<file path="config.mk">
export PLATFORM = sky130hd
export DESIGN_NAME = eloh_event_log
export DESIGN_NICKNAME = d
export VERILOG_FILES = /design/src/design/eloh_pkg.sv /design/src/design/eloh_event_log.sv /design/src/design/eloh_fifo.sv /design/src/design/eloh_encoder.sv
export SDC_FILE = /design/constraint.sdc
export NUM_CORES = 2
export LEC_CHECK = 0
export ABC_CLOCK_PERIOD_IN_PS = 18500
export BUFFER_PORTS_ARGS = -buffer_cell sky130_fd_sc_hd__buf_2
export CAP_MARGIN = 40
export CORE_UTILIZATION = 65
export CTS_BUF_LIST = sky130_fd_sc_hd__clkbuf_4 sky130_fd_sc_hd__clkbuf_8
export CTS_CLUSTER_SIZE = 20
export DETAILED_ROUTE_END_ITERATION = 10
export GPL_TIMING_DRIVEN = 0
export PLACE_DENSITY = 0.82
export SYNTH_ARGS = -nofsm -noshare
export SYNTH_HDL_FRONTEND = slang
export SYNTH_SLANG_ARGS = --single-unit
</file>
<file path="constraint.sdc">
create_clock -name i_sys_clk -period 18.5 [get_ports i_sys_clk]
set_input_delay 3.7 -clock i_sys_clk [delete_from_list [all_inputs] [get_ports i_sys_clk]]
set_output_delay 3.7 -clock i_sys_clk [all_outputs]
set_load 0.02 [all_outputs]
</file>
<file path="src/design/eloh_pkg.sv">
// package: constants, types and field layouts of the event log handshake block
package eloh_pkg;

  // register word indices on the register port
  localparam logic [15:0] ELOH_IDX_ACKNOWLEDGED_SEQUENCE = 16'h0000;
  localparam logic [15:0] ELOH_IDX_ACKNOWLEDGED_BLOCK_COUNT = 16'h0001;
  localparam logic [15:0] ELOH_IDX_AREA_LEN = 16'h0004;
  localparam logic [15:0] ELOH_IDX_SEQ = 16'h0005;
  localparam logic [15:0] ELOH_IDX_BLK_CNT = 16'h0006;
  localparam logic [15:0] ELOH_IDX_AREA = 16'h0007;

  localparam int ELOH_WORDS_PER_BLOCK = 4;
  localparam int ELOH_DEF_MAX_BLOCKS = 16;
  localparam int ELOH_DEF_FIFO_DEPTH = 8;

  // startup values
  localparam logic [15:0] ELOH_RST_SEQ = 16'h0000;
  localparam logic [15:0] ELOH_RST_BLK_CNT = 16'h0000;

  // header layout
  localparam int ELOH_HDR_REASON_LSB = 8;
  localparam int ELOH_HDR_KIND_LSB = 0;
  localparam logic [1:0] ELOH_KIND_STAMP = 2'h1;
  localparam logic [1:0] ELOH_KIND_VAR = 2'h2;

  // subfield positions and ranges
  localparam int ELOH_YEAR_LSB = 4;
  localparam int ELOH_DAY_LSB = 11;
  localparam int ELOH_HOUR_LSB = 6;
  localparam int ELOH_SEC_LSB = 10;
  localparam logic [3:0] ELOH_MONTH_MIN = 4'h1;
  localparam logic [3:0] ELOH_MONTH_MAX = 4'hc;
  localparam logic [4:0] ELOH_DAY_MIN = 5'h01;
  localparam logic [4:0] ELOH_DAY_MAX = 5'h1f;
  localparam logic [4:0] ELOH_HOUR_MAX = 5'h17;
  localparam logic [5:0] ELOH_MIN_MAX = 6'h3b;
  localparam logic [5:0] ELOH_SEC_MAX = 6'h3b;
  localparam logic [9:0] ELOH_MILLISECOND_SUBFIELD_MAX = 10'h3e7;

  typedef enum logic [2:0] {
    ELOH_ST_IDLE = 3'b000,
    ELOH_ST_FILL = 3'b001,
    ELOH_ST_COUNT = 3'b011,
    ELOH_ST_SEQ = 3'b010,
    ELOH_ST_TRANSFER_STATE = 3'b110
  } eloh_state_e;

  // one queued event as offered by the producer
  typedef struct packed {
    logic is_stamp;
    logic [3:0] reason;
    logic [11:0] year;
    logic [3:0] month;
    logic [4:0] day;
    logic [4:0] hour;
    logic [5:0] minute;
    logic [5:0] second;
    logic [9:0] millisecond_subfield;
    logic [15:0] var_addr;
    logic [15:0] var_value;
    logic is_bool;
  } eloh_event_s;

  typedef struct packed {
    logic [15:0] w0;
    logic [15:0] w1;
    logic [15:0] w2;
    logic [15:0] w3;
  } eloh_block_s;

endpackage : eloh_pkg

</file>
<file path="src/design/eloh_event_log.sv">
// event log handshake: queue, block area, sequence/acknowledge registers
`timescale 1ns/1ns
module eloh_event_log import eloh_pkg::*; #(
  parameter int MAX_BLOCKS = ELOH_DEF_MAX_BLOCKS,
  parameter int FIFO_DEPTH = ELOH_DEF_FIFO_DEPTH
) (
  input wire logic i_sys_clk,
  input wire logic i_rst_n,
  // event producer
  input wire logic i_evt_valid,
  input wire eloh_event_s i_evt,
  output logic o_evt_ready,
  // register port, word addressed
  input wire logic i_reg_rd,
  input wire logic i_reg_wr,
  input wire logic [15:0] i_reg_addr,
  input wire logic [15:0] i_reg_wdata,
  output logic o_reg_ack,
  output logic [15:0] o_reg_rdata,
  output logic o_reg_wr_refused,
  // status
  output logic o_idle,
  output logic o_transfer_state,
  output logic [15:0] o_batch_blocks,
  output logic o_ack_mismatch
);
  localparam int AREA_WORDS = MAX_BLOCKS * ELOH_WORDS_PER_BLOCK;
  localparam int BW = $clog2(MAX_BLOCKS + 1);
  localparam int WW = (AREA_WORDS > 1) ? $clog2(AREA_WORDS) : 1;
  localparam logic [15:0] AREA_LEN = 16'(AREA_WORDS);
  localparam logic [BW-1:0] BLK_LIMIT = BW'(MAX_BLOCKS);

  generate
    if (MAX_BLOCKS < 1 || AREA_WORDS + 7 > 65536) begin : g_bad_blocks
      $error("eloh_event_log: block area does not fit the register space");
    end
  endgenerate

  // ---------------------------------------------------------------------
  // event queue and encoder
  // ---------------------------------------------------------------------
  logic q_valid;
  eloh_event_s q_event;
  logic q_pop;
  eloh_block_s enc_block;

  eloh_fifo #(
    .WIDTH($bits(eloh_event_s)),
    .DEPTH(FIFO_DEPTH)
  ) u_queue (
    .i_sys_clk(i_sys_clk),
    .i_rst_n(i_rst_n),
    .i_in_valid(i_evt_valid),
    .i_in_data(i_evt),
    .o_in_ready(o_evt_ready),
    .o_out_valid(q_valid),
    .o_out_data(q_event),
    .i_out_ready(q_pop)
  );

  eloh_encoder u_encoder (
    .i_event(q_event),
    .o_block(enc_block)
  );

  // ---------------------------------------------------------------------
  // handshake registers
  // ---------------------------------------------------------------------
  eloh_state_e state;
  eloh_state_e next_state;
  logic [15:0] seq_counter;
  logic [15:0] blk_count;
  logic [15:0] acknowledged_sequence;
  logic [15:0] acknowledged_block_count;
  logic [BW-1:0] fill_count;
  logic handshake_idle;
  logic area_full;
  logic acknowledged_sequence_wr;
  logic acknowledged_block_count_wr;

  assign handshake_idle = (seq_counter == acknowledged_sequence) && (blk_count == acknowledged_block_count);
  assign area_full = (fill_count == BLK_LIMIT);
  // the queue is only drained while filling, so events wait in it meanwhile
  assign q_pop = (state == ELOH_ST_FILL) && q_valid && !area_full;

  assign acknowledged_sequence_wr = i_reg_wr && (i_reg_addr == ELOH_IDX_ACKNOWLEDGED_SEQUENCE);
  assign acknowledged_block_count_wr = i_reg_wr && (i_reg_addr == ELOH_IDX_ACKNOWLEDGED_BLOCK_COUNT);

  always_comb begin
    next_state = state;
    case (state)
      ELOH_ST_IDLE: begin
        if (handshake_idle && q_valid) begin
          next_state = ELOH_ST_FILL;
        end
      end
      ELOH_ST_FILL: begin
        // stop on an empty queue or on a full area
        if (!q_valid || area_full || (q_pop && fill_count == BLK_LIMIT - BW'(1))) begin
          next_state = ELOH_ST_COUNT;
        end
      end
      ELOH_ST_COUNT: begin
        next_state = ELOH_ST_SEQ;
      end
      ELOH_ST_SEQ: begin
        next_state = ELOH_ST_TRANSFER_STATE;
      end
      ELOH_ST_TRANSFER_STATE: begin
        if (handshake_idle) begin
          next_state = ELOH_ST_IDLE;
        end
      end
      default: begin
        next_state = ELOH_ST_IDLE;
      end
    endcase
  end

  always_ff @(posedge i_sys_clk or negedge i_rst_n) begin
    if (!i_rst_n) begin
      state <= ELOH_ST_IDLE;
    end else begin
      state <= next_state;
    end
  end

  // blocks written so far in the current batch
  always_ff @(posedge i_sys_clk or negedge i_rst_n) begin
    if (!i_rst_n) begin
      fill_count <= '0;
    end else if (state == ELOH_ST_IDLE) begin
      fill_count <= '0;
    end else if (q_pop) begin
      fill_count <= fill_count + BW'(1);
    end
  end

  // block count first, sequence one cycle later
  always_ff @(posedge i_sys_clk or negedge i_rst_n) begin
    if (!i_rst_n) begin
      blk_count <= ELOH_RST_BLK_CNT;
    end else if (state == ELOH_ST_COUNT) begin
      blk_count <= 16'(fill_count);
    end
  end

  always_ff @(posedge i_sys_clk or negedge i_rst_n) begin
    if (!i_rst_n) begin
      seq_counter <= ELOH_RST_SEQ;
    end else if (state == ELOH_ST_SEQ) begin
      seq_counter <= seq_counter + 16'h0001;
    end
  end

  // acknowledge registers reset to the same values as the counters
  always_ff @(posedge i_sys_clk or negedge i_rst_n) begin
    if (!i_rst_n) begin
      acknowledged_sequence <= ELOH_RST_SEQ;
    end else if (acknowledged_sequence_wr) begin
      acknowledged_sequence <= i_reg_wdata;
    end
  end

  always_ff @(posedge i_sys_clk or negedge i_rst_n) begin
    if (!i_rst_n) begin
      acknowledged_block_count <= ELOH_RST_BLK_CNT;
    end else if (acknowledged_block_count_wr) begin
      acknowledged_block_count <= i_reg_wdata;
    end
  end

  // ---------------------------------------------------------------------
  // block area: four words written together per popped event
  // ---------------------------------------------------------------------
  logic [15:0] area [AREA_WORDS];
  logic [WW-1:0] blk_base;

  assign blk_base = WW'(fill_count) << 2;

  always_ff @(posedge i_sys_clk) begin
    if (q_pop) begin
      area[blk_base] <= enc_block.w0;
      area[blk_base + WW'(1)] <= enc_block.w1;
      area[blk_base + WW'(2)] <= enc_block.w2;
      area[blk_base + WW'(3)] <= enc_block.w3;
    end
  end

  // ---------------------------------------------------------------------
  // register read decode; area words past the current batch hold stale data
  // ---------------------------------------------------------------------
  logic [15:0] next_rdata;
  logic [15:0] area_off;
  logic ro_hit;

  assign area_off = i_reg_addr - ELOH_IDX_AREA;

  always_comb begin
    next_rdata = 16'h0000;
    if (i_reg_addr == ELOH_IDX_ACKNOWLEDGED_SEQUENCE) begin
      next_rdata = acknowledged_sequence;
    end else if (i_reg_addr == ELOH_IDX_ACKNOWLEDGED_BLOCK_COUNT) begin
      next_rdata = acknowledged_block_count;
    end else if (i_reg_addr == ELOH_IDX_AREA_LEN) begin
      next_rdata = AREA_LEN;
    end else if (i_reg_addr == ELOH_IDX_SEQ) begin
      next_rdata = seq_counter;
    end else if (i_reg_addr == ELOH_IDX_BLK_CNT) begin
      next_rdata = blk_count;
    end else if (i_reg_addr >= ELOH_IDX_AREA && area_off < AREA_LEN) begin
      next_rdata = area[area_off[WW-1:0]];
    end
  end

  // writes to anything but the acknowledge pair are dropped and flagged
  assign ro_hit = i_reg_wr && !acknowledged_sequence_wr && !acknowledged_block_count_wr;

  always_ff @(posedge i_sys_clk or negedge i_rst_n) begin
    if (!i_rst_n) begin
      o_reg_ack <= 1'b0;
      o_reg_rdata <= 16'h0000;
      o_reg_wr_refused <= 1'b0;
    end else begin
      o_reg_ack <= i_reg_rd || i_reg_wr;
      o_reg_wr_refused <= ro_hit;
      if (i_reg_rd) begin
        o_reg_rdata <= next_rdata;
      end
    end
  end

  // ---------------------------------------------------------------------
  // status
  // ---------------------------------------------------------------------
  // the sequence matching without the block count means the master acked out of step
  logic next_mismatch;

  assign next_mismatch = (state == ELOH_ST_TRANSFER_STATE) && (seq_counter == acknowledged_sequence) && (blk_count != acknowledged_block_count);

  always_ff @(posedge i_sys_clk or negedge i_rst_n) begin
    if (!i_rst_n) begin
      o_idle <= 1'b1;
      o_transfer_state <= 1'b0;
      o_batch_blocks <= 16'h0000;
      o_ack_mismatch <= 1'b0;
    end else begin
      o_idle <= (next_state == ELOH_ST_IDLE);
      o_transfer_state <= (next_state == ELOH_ST_TRANSFER_STATE);
      o_batch_blocks <= blk_count;
      if (next_mismatch) begin
        o_ack_mismatch <= 1'b1;
      end else if (state == ELOH_ST_IDLE) begin
        o_ack_mismatch <= 1'b0;
      end
    end
  end
endmodule : eloh_event_log

</file>
<file path="src/design/eloh_fifo.sv">
// event queue: registered full/empty flags, valid/ready on both sides
`timescale 1ns/1ns
module eloh_fifo import eloh_pkg::*; #(
  parameter int WIDTH = 8,
  parameter int DEPTH = 8
) (
  input wire logic i_sys_clk,
  input wire logic i_rst_n,
  input wire logic i_in_valid,
  input wire logic [WIDTH-1:0] i_in_data,
  output logic o_in_ready,
  output logic o_out_valid,
  output logic [WIDTH-1:0] o_out_data,
  input wire logic i_out_ready
);
  localparam int AW = (DEPTH > 1) ? $clog2(DEPTH) : 1;

  generate
    if (DEPTH < 2 || (DEPTH & (DEPTH - 1)) != 0 || WIDTH < 1) begin : g_bad
      $error("eloh_fifo: depth must be a power of two >= 2");
    end
  endgenerate

  logic [WIDTH-1:0] mem [DEPTH];
  logic [AW-1:0] wr_ptr;
  logic [AW-1:0] rd_ptr;
  logic [AW:0] count;
  logic push;
  logic pop;
  logic [AW:0] next_count;

  assign push = i_in_valid && o_in_ready;
  assign pop = o_out_valid && i_out_ready;
  assign o_out_data = mem[rd_ptr];

  always_comb begin
    next_count = count;
    if (push && !pop) begin
      next_count = count + (AW + 1)'(1);
    end else if (pop && !push) begin
      next_count = count - (AW + 1)'(1);
    end
  end

  always_ff @(posedge i_sys_clk) begin
    if (push) begin
      mem[wr_ptr] <= i_in_data;
    end
  end

  always_ff @(posedge i_sys_clk or negedge i_rst_n) begin
    if (!i_rst_n) begin
      wr_ptr <= '0;
      rd_ptr <= '0;
      count <= '0;
      o_in_ready <= 1'b0;
      o_out_valid <= 1'b0;
    end else begin
      if (push) begin
        wr_ptr <= wr_ptr + AW'(1);
      end
      if (pop) begin
        rd_ptr <= rd_ptr + AW'(1);
      end
      count <= next_count;
      o_in_ready <= (next_count != (AW + 1)'(DEPTH));
      o_out_valid <= (next_count != '0);
    end
  end
endmodule : eloh_fifo

</file>
<file path="src/design/eloh_encoder.sv">
// turns one queued event into a four-word data block
`timescale 1ns/1ns
module eloh_encoder import eloh_pkg::*; (
  input wire eloh_event_s i_event,
  output eloh_block_s o_block
);
  logic [3:0] month;
  logic [4:0] day;
  logic [4:0] hour;
  logic [5:0] minute;
  logic [5:0] second;
  logic [9:0] millisecond_subfield;

  // out-of-range inputs saturate so the published fields stay legal
  always_comb begin
    month = i_event.month;
    if (month < ELOH_MONTH_MIN) month = ELOH_MONTH_MIN;
    if (month > ELOH_MONTH_MAX) month = ELOH_MONTH_MAX;
    day = (i_event.day < ELOH_DAY_MIN) ? ELOH_DAY_MIN : i_event.day;
    hour = (i_event.hour > ELOH_HOUR_MAX) ? ELOH_HOUR_MAX : i_event.hour;
    minute = (i_event.minute > ELOH_MIN_MAX) ? ELOH_MIN_MAX : i_event.minute;
    second = (i_event.second > ELOH_SEC_MAX) ? ELOH_SEC_MAX : i_event.second;
    millisecond_subfield = (i_event.millisecond_subfield > ELOH_MILLISECOND_SUBFIELD_MAX) ? ELOH_MILLISECOND_SUBFIELD_MAX : i_event.millisecond_subfield;
    o_block = '0;
    if (i_event.is_stamp) begin
      o_block.w0[ELOH_HDR_REASON_LSB +: 4] = i_event.reason;
      o_block.w0[ELOH_HDR_KIND_LSB +: 2] = ELOH_KIND_STAMP;
      o_block.w1 = {i_event.year, 4'h0} | {12'h000, month};
      o_block.w2[ELOH_DAY_LSB +: 5] = (day > ELOH_DAY_MAX) ? ELOH_DAY_MAX : day;
      o_block.w2[ELOH_HOUR_LSB +: 5] = hour;
      o_block.w2[5:0] = minute;
      o_block.w3[ELOH_SEC_LSB +: 6] = second;
      o_block.w3[9:0] = millisecond_subfield;
    end else begin
      // reason is meaningless here and stays zero; no time words leak in
      o_block.w0[ELOH_HDR_KIND_LSB +: 2] = ELOH_KIND_VAR;
      o_block.w1 = i_event.var_addr;
      o_block.w2 = i_event.is_bool ? {15'h0000, |i_event.var_value} : i_event.var_value;
      o_block.w3 = 16'h0000;
    end
  end
endmodule : eloh_encoder

</file>
==> impl_results.md <==
- Run status: completed
- Worst-Margin Slew: 1.008 ns
- Synthesis Warnings: 0
- Critical path origin: i_reg_addr[0]
- Iter 0 DRT Violations: 4,824
- Leakage Power: 25.02 nW
- Count of input and output buffers: 148
- Cell type with the largest total area after synthesis: edfxtp_1
- Sequential cell area: 0.04908 mm^2
- Setup slack at placement: 10.22 ns
- Final hold viol count: 0
- Sort of element at the start of the critical path: input pin
- Clock sinks: 1,651
- Cells resized by post-CTS repair: 0
- Cell count after synthesis: 2,995
- Synth Register Bits: 1,651
- WL per Instance: 32.67 um
- Final setup margin: 11.02 ns
- Core Area: 0.09828 mm^2
- Worst-skew pair later-pin latency: 0.96 ns
- Via-to-Cell Ratio: 6.876
- Final wirelength: 165.4 mm
- Area occupied by multi-input gates: 0.01462 mm^2
- Number of distinct standard cells referenced by the synthesized netlist: 85
- # nets final: 3,714
- Relative slew margins: 32.79%
- Class of the most critical setup path: in -> reg
- Detailed placer's ending HPWL: 107.2 mm
- Routed via count: 34,814
- Hold_ws: 0.5013 ns
- CTS buffer count: 274
- H-tree levels: 5
- Global-route wire length before repair: 234.9 mm
- Critical-path maximum fanout: 11
- Largest clock skew in the final design: 0.08956 ns
- Power per cell area: 152.5 mW/mm^2
- Min-Delay Startpoint: u_queue.count[3]$_DFF_PN0_
- Layout cell share with drive strength beyond 1: 35.26%
- Clock tree root driver cell: clkbuf_8
- Number of buffers added for setup after CTS: 0
- Effective utilization at floorplan: 65.61%
- Top-area cell type share of the netlist area: 72.28%
- Data required time of the worst path: 19.27 ns
- Number of search-and-repair iterations in the first detailed-routing pass: 5
- Final-layout fill cell count: 4,896
- Total grt overflow: 0
- Setup-violating endpoint count in the final report: 0
- FFs w/ async S/R, synth: 5.996%
- Max Buffers Root-to-Sink: 4
- Overall power: 11.31 mW
- Vert. Die Dim: 317.0 um
- Placer Congestion: 0.9210
- Number of pins exceeding their max-slew limit in the final report: 0
- Via count of the first global-routing pass: 36,004
- Clock slew at reported path FFs: 0.06 ns
- DIE AREA: 0.1005 mm^2
- Final worst path period need: 7.481 ns
- Synth-to-Final Area Change: 14.97%
- Netlist area before placement: 0.06448 mm^2
- Type of the most critical hold path: reg -> reg
- Final design instance area without fill: 0.07414 mm^2
- Main area contributors after synthesis: edfxtp_1 (72%), mux4_2 (14%), dfrtp_1 (3.8%), mux2i_1 (0.90%), nand2_1 (0.83%)
- Initial antenna violation count: 23
- Antenna violation net count after detailed routing: 0
- Number of enable-type register cells in the synthesized netlist: 1,552
- Max-cap check violation count: 0
- Drt drc: 0
- Kind of capture point of the worst setup path: flop
- Highest clock rate: 133.7 MHz
- Number of hold-repair buffers added at the cts stage: 0
- Final worst path period share: 40.44%
- Count of pins on the block boundary: 161
- Total routing resource utilization after global routing: 33.23%
- Die Width: 317.0 um
- RSZ-0062 raised after global routing: no
- Critical path data arrival time: 8.25 ns
- Total negative setup slack: 0 ns
- Synth Flop Type: edfxtp_1
- Syn Area/Cell: 21.53 um^2
- Pin count of the biggest net entering global routing: 63
- Maximum vdd drop: 136.2 uV
- Sequential-to-total area share from yosys stat: 76.12%
- CTS tree: built
- Source of the worst register-to-register timing path: u_queue.rd_ptr[0]$_DFFE_PN0P_
- Num rows: 115
- Area after DPL: 0.06905 mm^2
-- per-layer routing --
metal	GRT usage, %	part of all wire (%)	up-vias
met4	17.60	5.3	16
li1	-	-	13684
met2	53.23	49	2808
met3	7.265	11	581
met5	0	0.062	-
met1	43.46	34	17725
-- registers in the layout (all words and copies together) (netlist names), 3 cells and up --
register,count
acknowledged_block_count,16
acknowledged_sequence,16
area,864
blk_count,5
fill_count,5
o_batch_blocks,5
o_reg_rdata,16
seq_counter,16
state,3
u_queue.count,4
u_queue.mem,688
u_queue.rd_ptr,3
u_queue.wr_ptr,3
-- logic make-up (layout without fill, tap and decap cells) --
kind of cell / count (synthesis) / in the layout / synth area share (%)
multiplexers: 521 / 521 / 16.36
AND/OR/NAND/NOR: 383 / 383 / 2.831
XOR/XNOR: 53 / 53 / 0.7723
adder cells (fa/ha/maj): 12 / 12 / 0.2328
other: 1 / 26 / 0.005816
AO/OA/AOI/OAI: 196 / 196 / 2.101
flip-flops: 1651 / 1651 / 76.12
buffers and inverters: 178 / 934 / 1.580
-- path summary, 6_finish.rpt --
kind	to	slack (ns)	depth (start not counted)
max	o_reg_rdata[1]$_DFFE_PN0P_	11.02	19
min	u_queue.count[3]$_DFF_PN0_	0.50	1
max reg2reg	area[62][11]$_DFFE_PP_	13.92	8
min reg2reg	u_queue.count[3]$_DFF_PN0_	0.50	1
max in group asynchronous	o_idle$_DFF_PN1_	14.93	2
min in group asynchronous	seq_counter[14]$_DFFE_PN0P_	2.79	1
-- layout make-up --
class	count	share of cell area [%]
diodes	15	0.05063
plain buffers	162	1.294
clock buffers	366	6.111
clock inverters	92	0.6548
inverters	16	0.08101
multi-input cells	1176	19.73
flip-flops and latches	1651	66.21
well taps	1287	2.172
repair buffers	298	3.703
-- per-stage QoR --
| step | util (%) | std cells |
|---|---|---|
| after global routing | 75.42 | 5057 |
| after CTS | 75.37 | 5045 |
| after floorplan | - | 3005 |
| final | 75.44 | 5063 |
| after global placement | 68.04 | 4440 |
| after detailed placement | 70.26 | 4587 |
-- synth_stat cells (all sizes together) (22+ instances only) --
master / instances
a21oi: 57
buf: 123
clkbuf: 39
dfrtp: 98
edfxtp: 1552
mux2: 43
mux2i: 59
mux4: 419
nand2: 143
nand4: 24
nor2: 97
o21ai: 22
xor2: 33
-- placed cells by master, fill, tap and decap left out, types with 15 or more instances in the layout --
| cell type | netlist | layout |
|---|---|---|
| clkbuf_8 | 0 | 285 |
| and3_1 | 16 | 16 |
| a21oi_1 | 56 | 55 |
| buf_2 | 54 | 203 |
| nor2_1 | 96 | 78 |
| edfxtp_1 | 1552 | 1552 |
| buf_12 | 1 | 38 |
| mux4_2 | 413 | 413 |
| mux2_2 | 43 | 43 |
| diode_2 | 0 | 15 |
| buf_6 | 9 | 43 |
| xor2_1 | 32 | 32 |
| dfrtp_1 | 98 | 98 |
| clkbuf_1 | 39 | 38 |
| o21ai_0 | 19 | 18 |
| buf_4 | 47 | 108 |
| nand2_1 | 143 | 143 |
| o22ai_1 | 20 | 19 |
| clkinv_1 | 0 | 55 |
| nor2_4 | 1 | 19 |
| nand4_1 | 23 | 23 |
| clkinv_2 | 0 | 28 |
| nand3_1 | 18 | 18 |
| xnor2_1 | 18 | 18 |
| mux2i_1 | 58 | 58 |
| clkbuf_4 | 0 | 81 |
-- worst max-delay path: stages --
cell	delay [ns]
buf_2	0.15
buf_6	0.16
buf_12	0.17
buf_8	0.19
buf_6	0.22
inv_2	0.08
buf_4	0.20
ha_1	0.29
buf_2	0.22
buf_4	0.31
buf_4	0.29
buf_2	0.43
mux4_2	0.38
mux2i_1	0.28
a32oi_1	0.11
a21oi_1	0.58
o31ai_1	0.19
o211ai_1	0.15
a21oi_1	0.10
-- where the power goes --
part	internal, mW	switching, mW	total [mW]
clock	1.62	1.39	3.01
sequential	5.09	0.109	5.20
combinational	1.03	2.07	3.10
(Power assumes the default switching activity.)
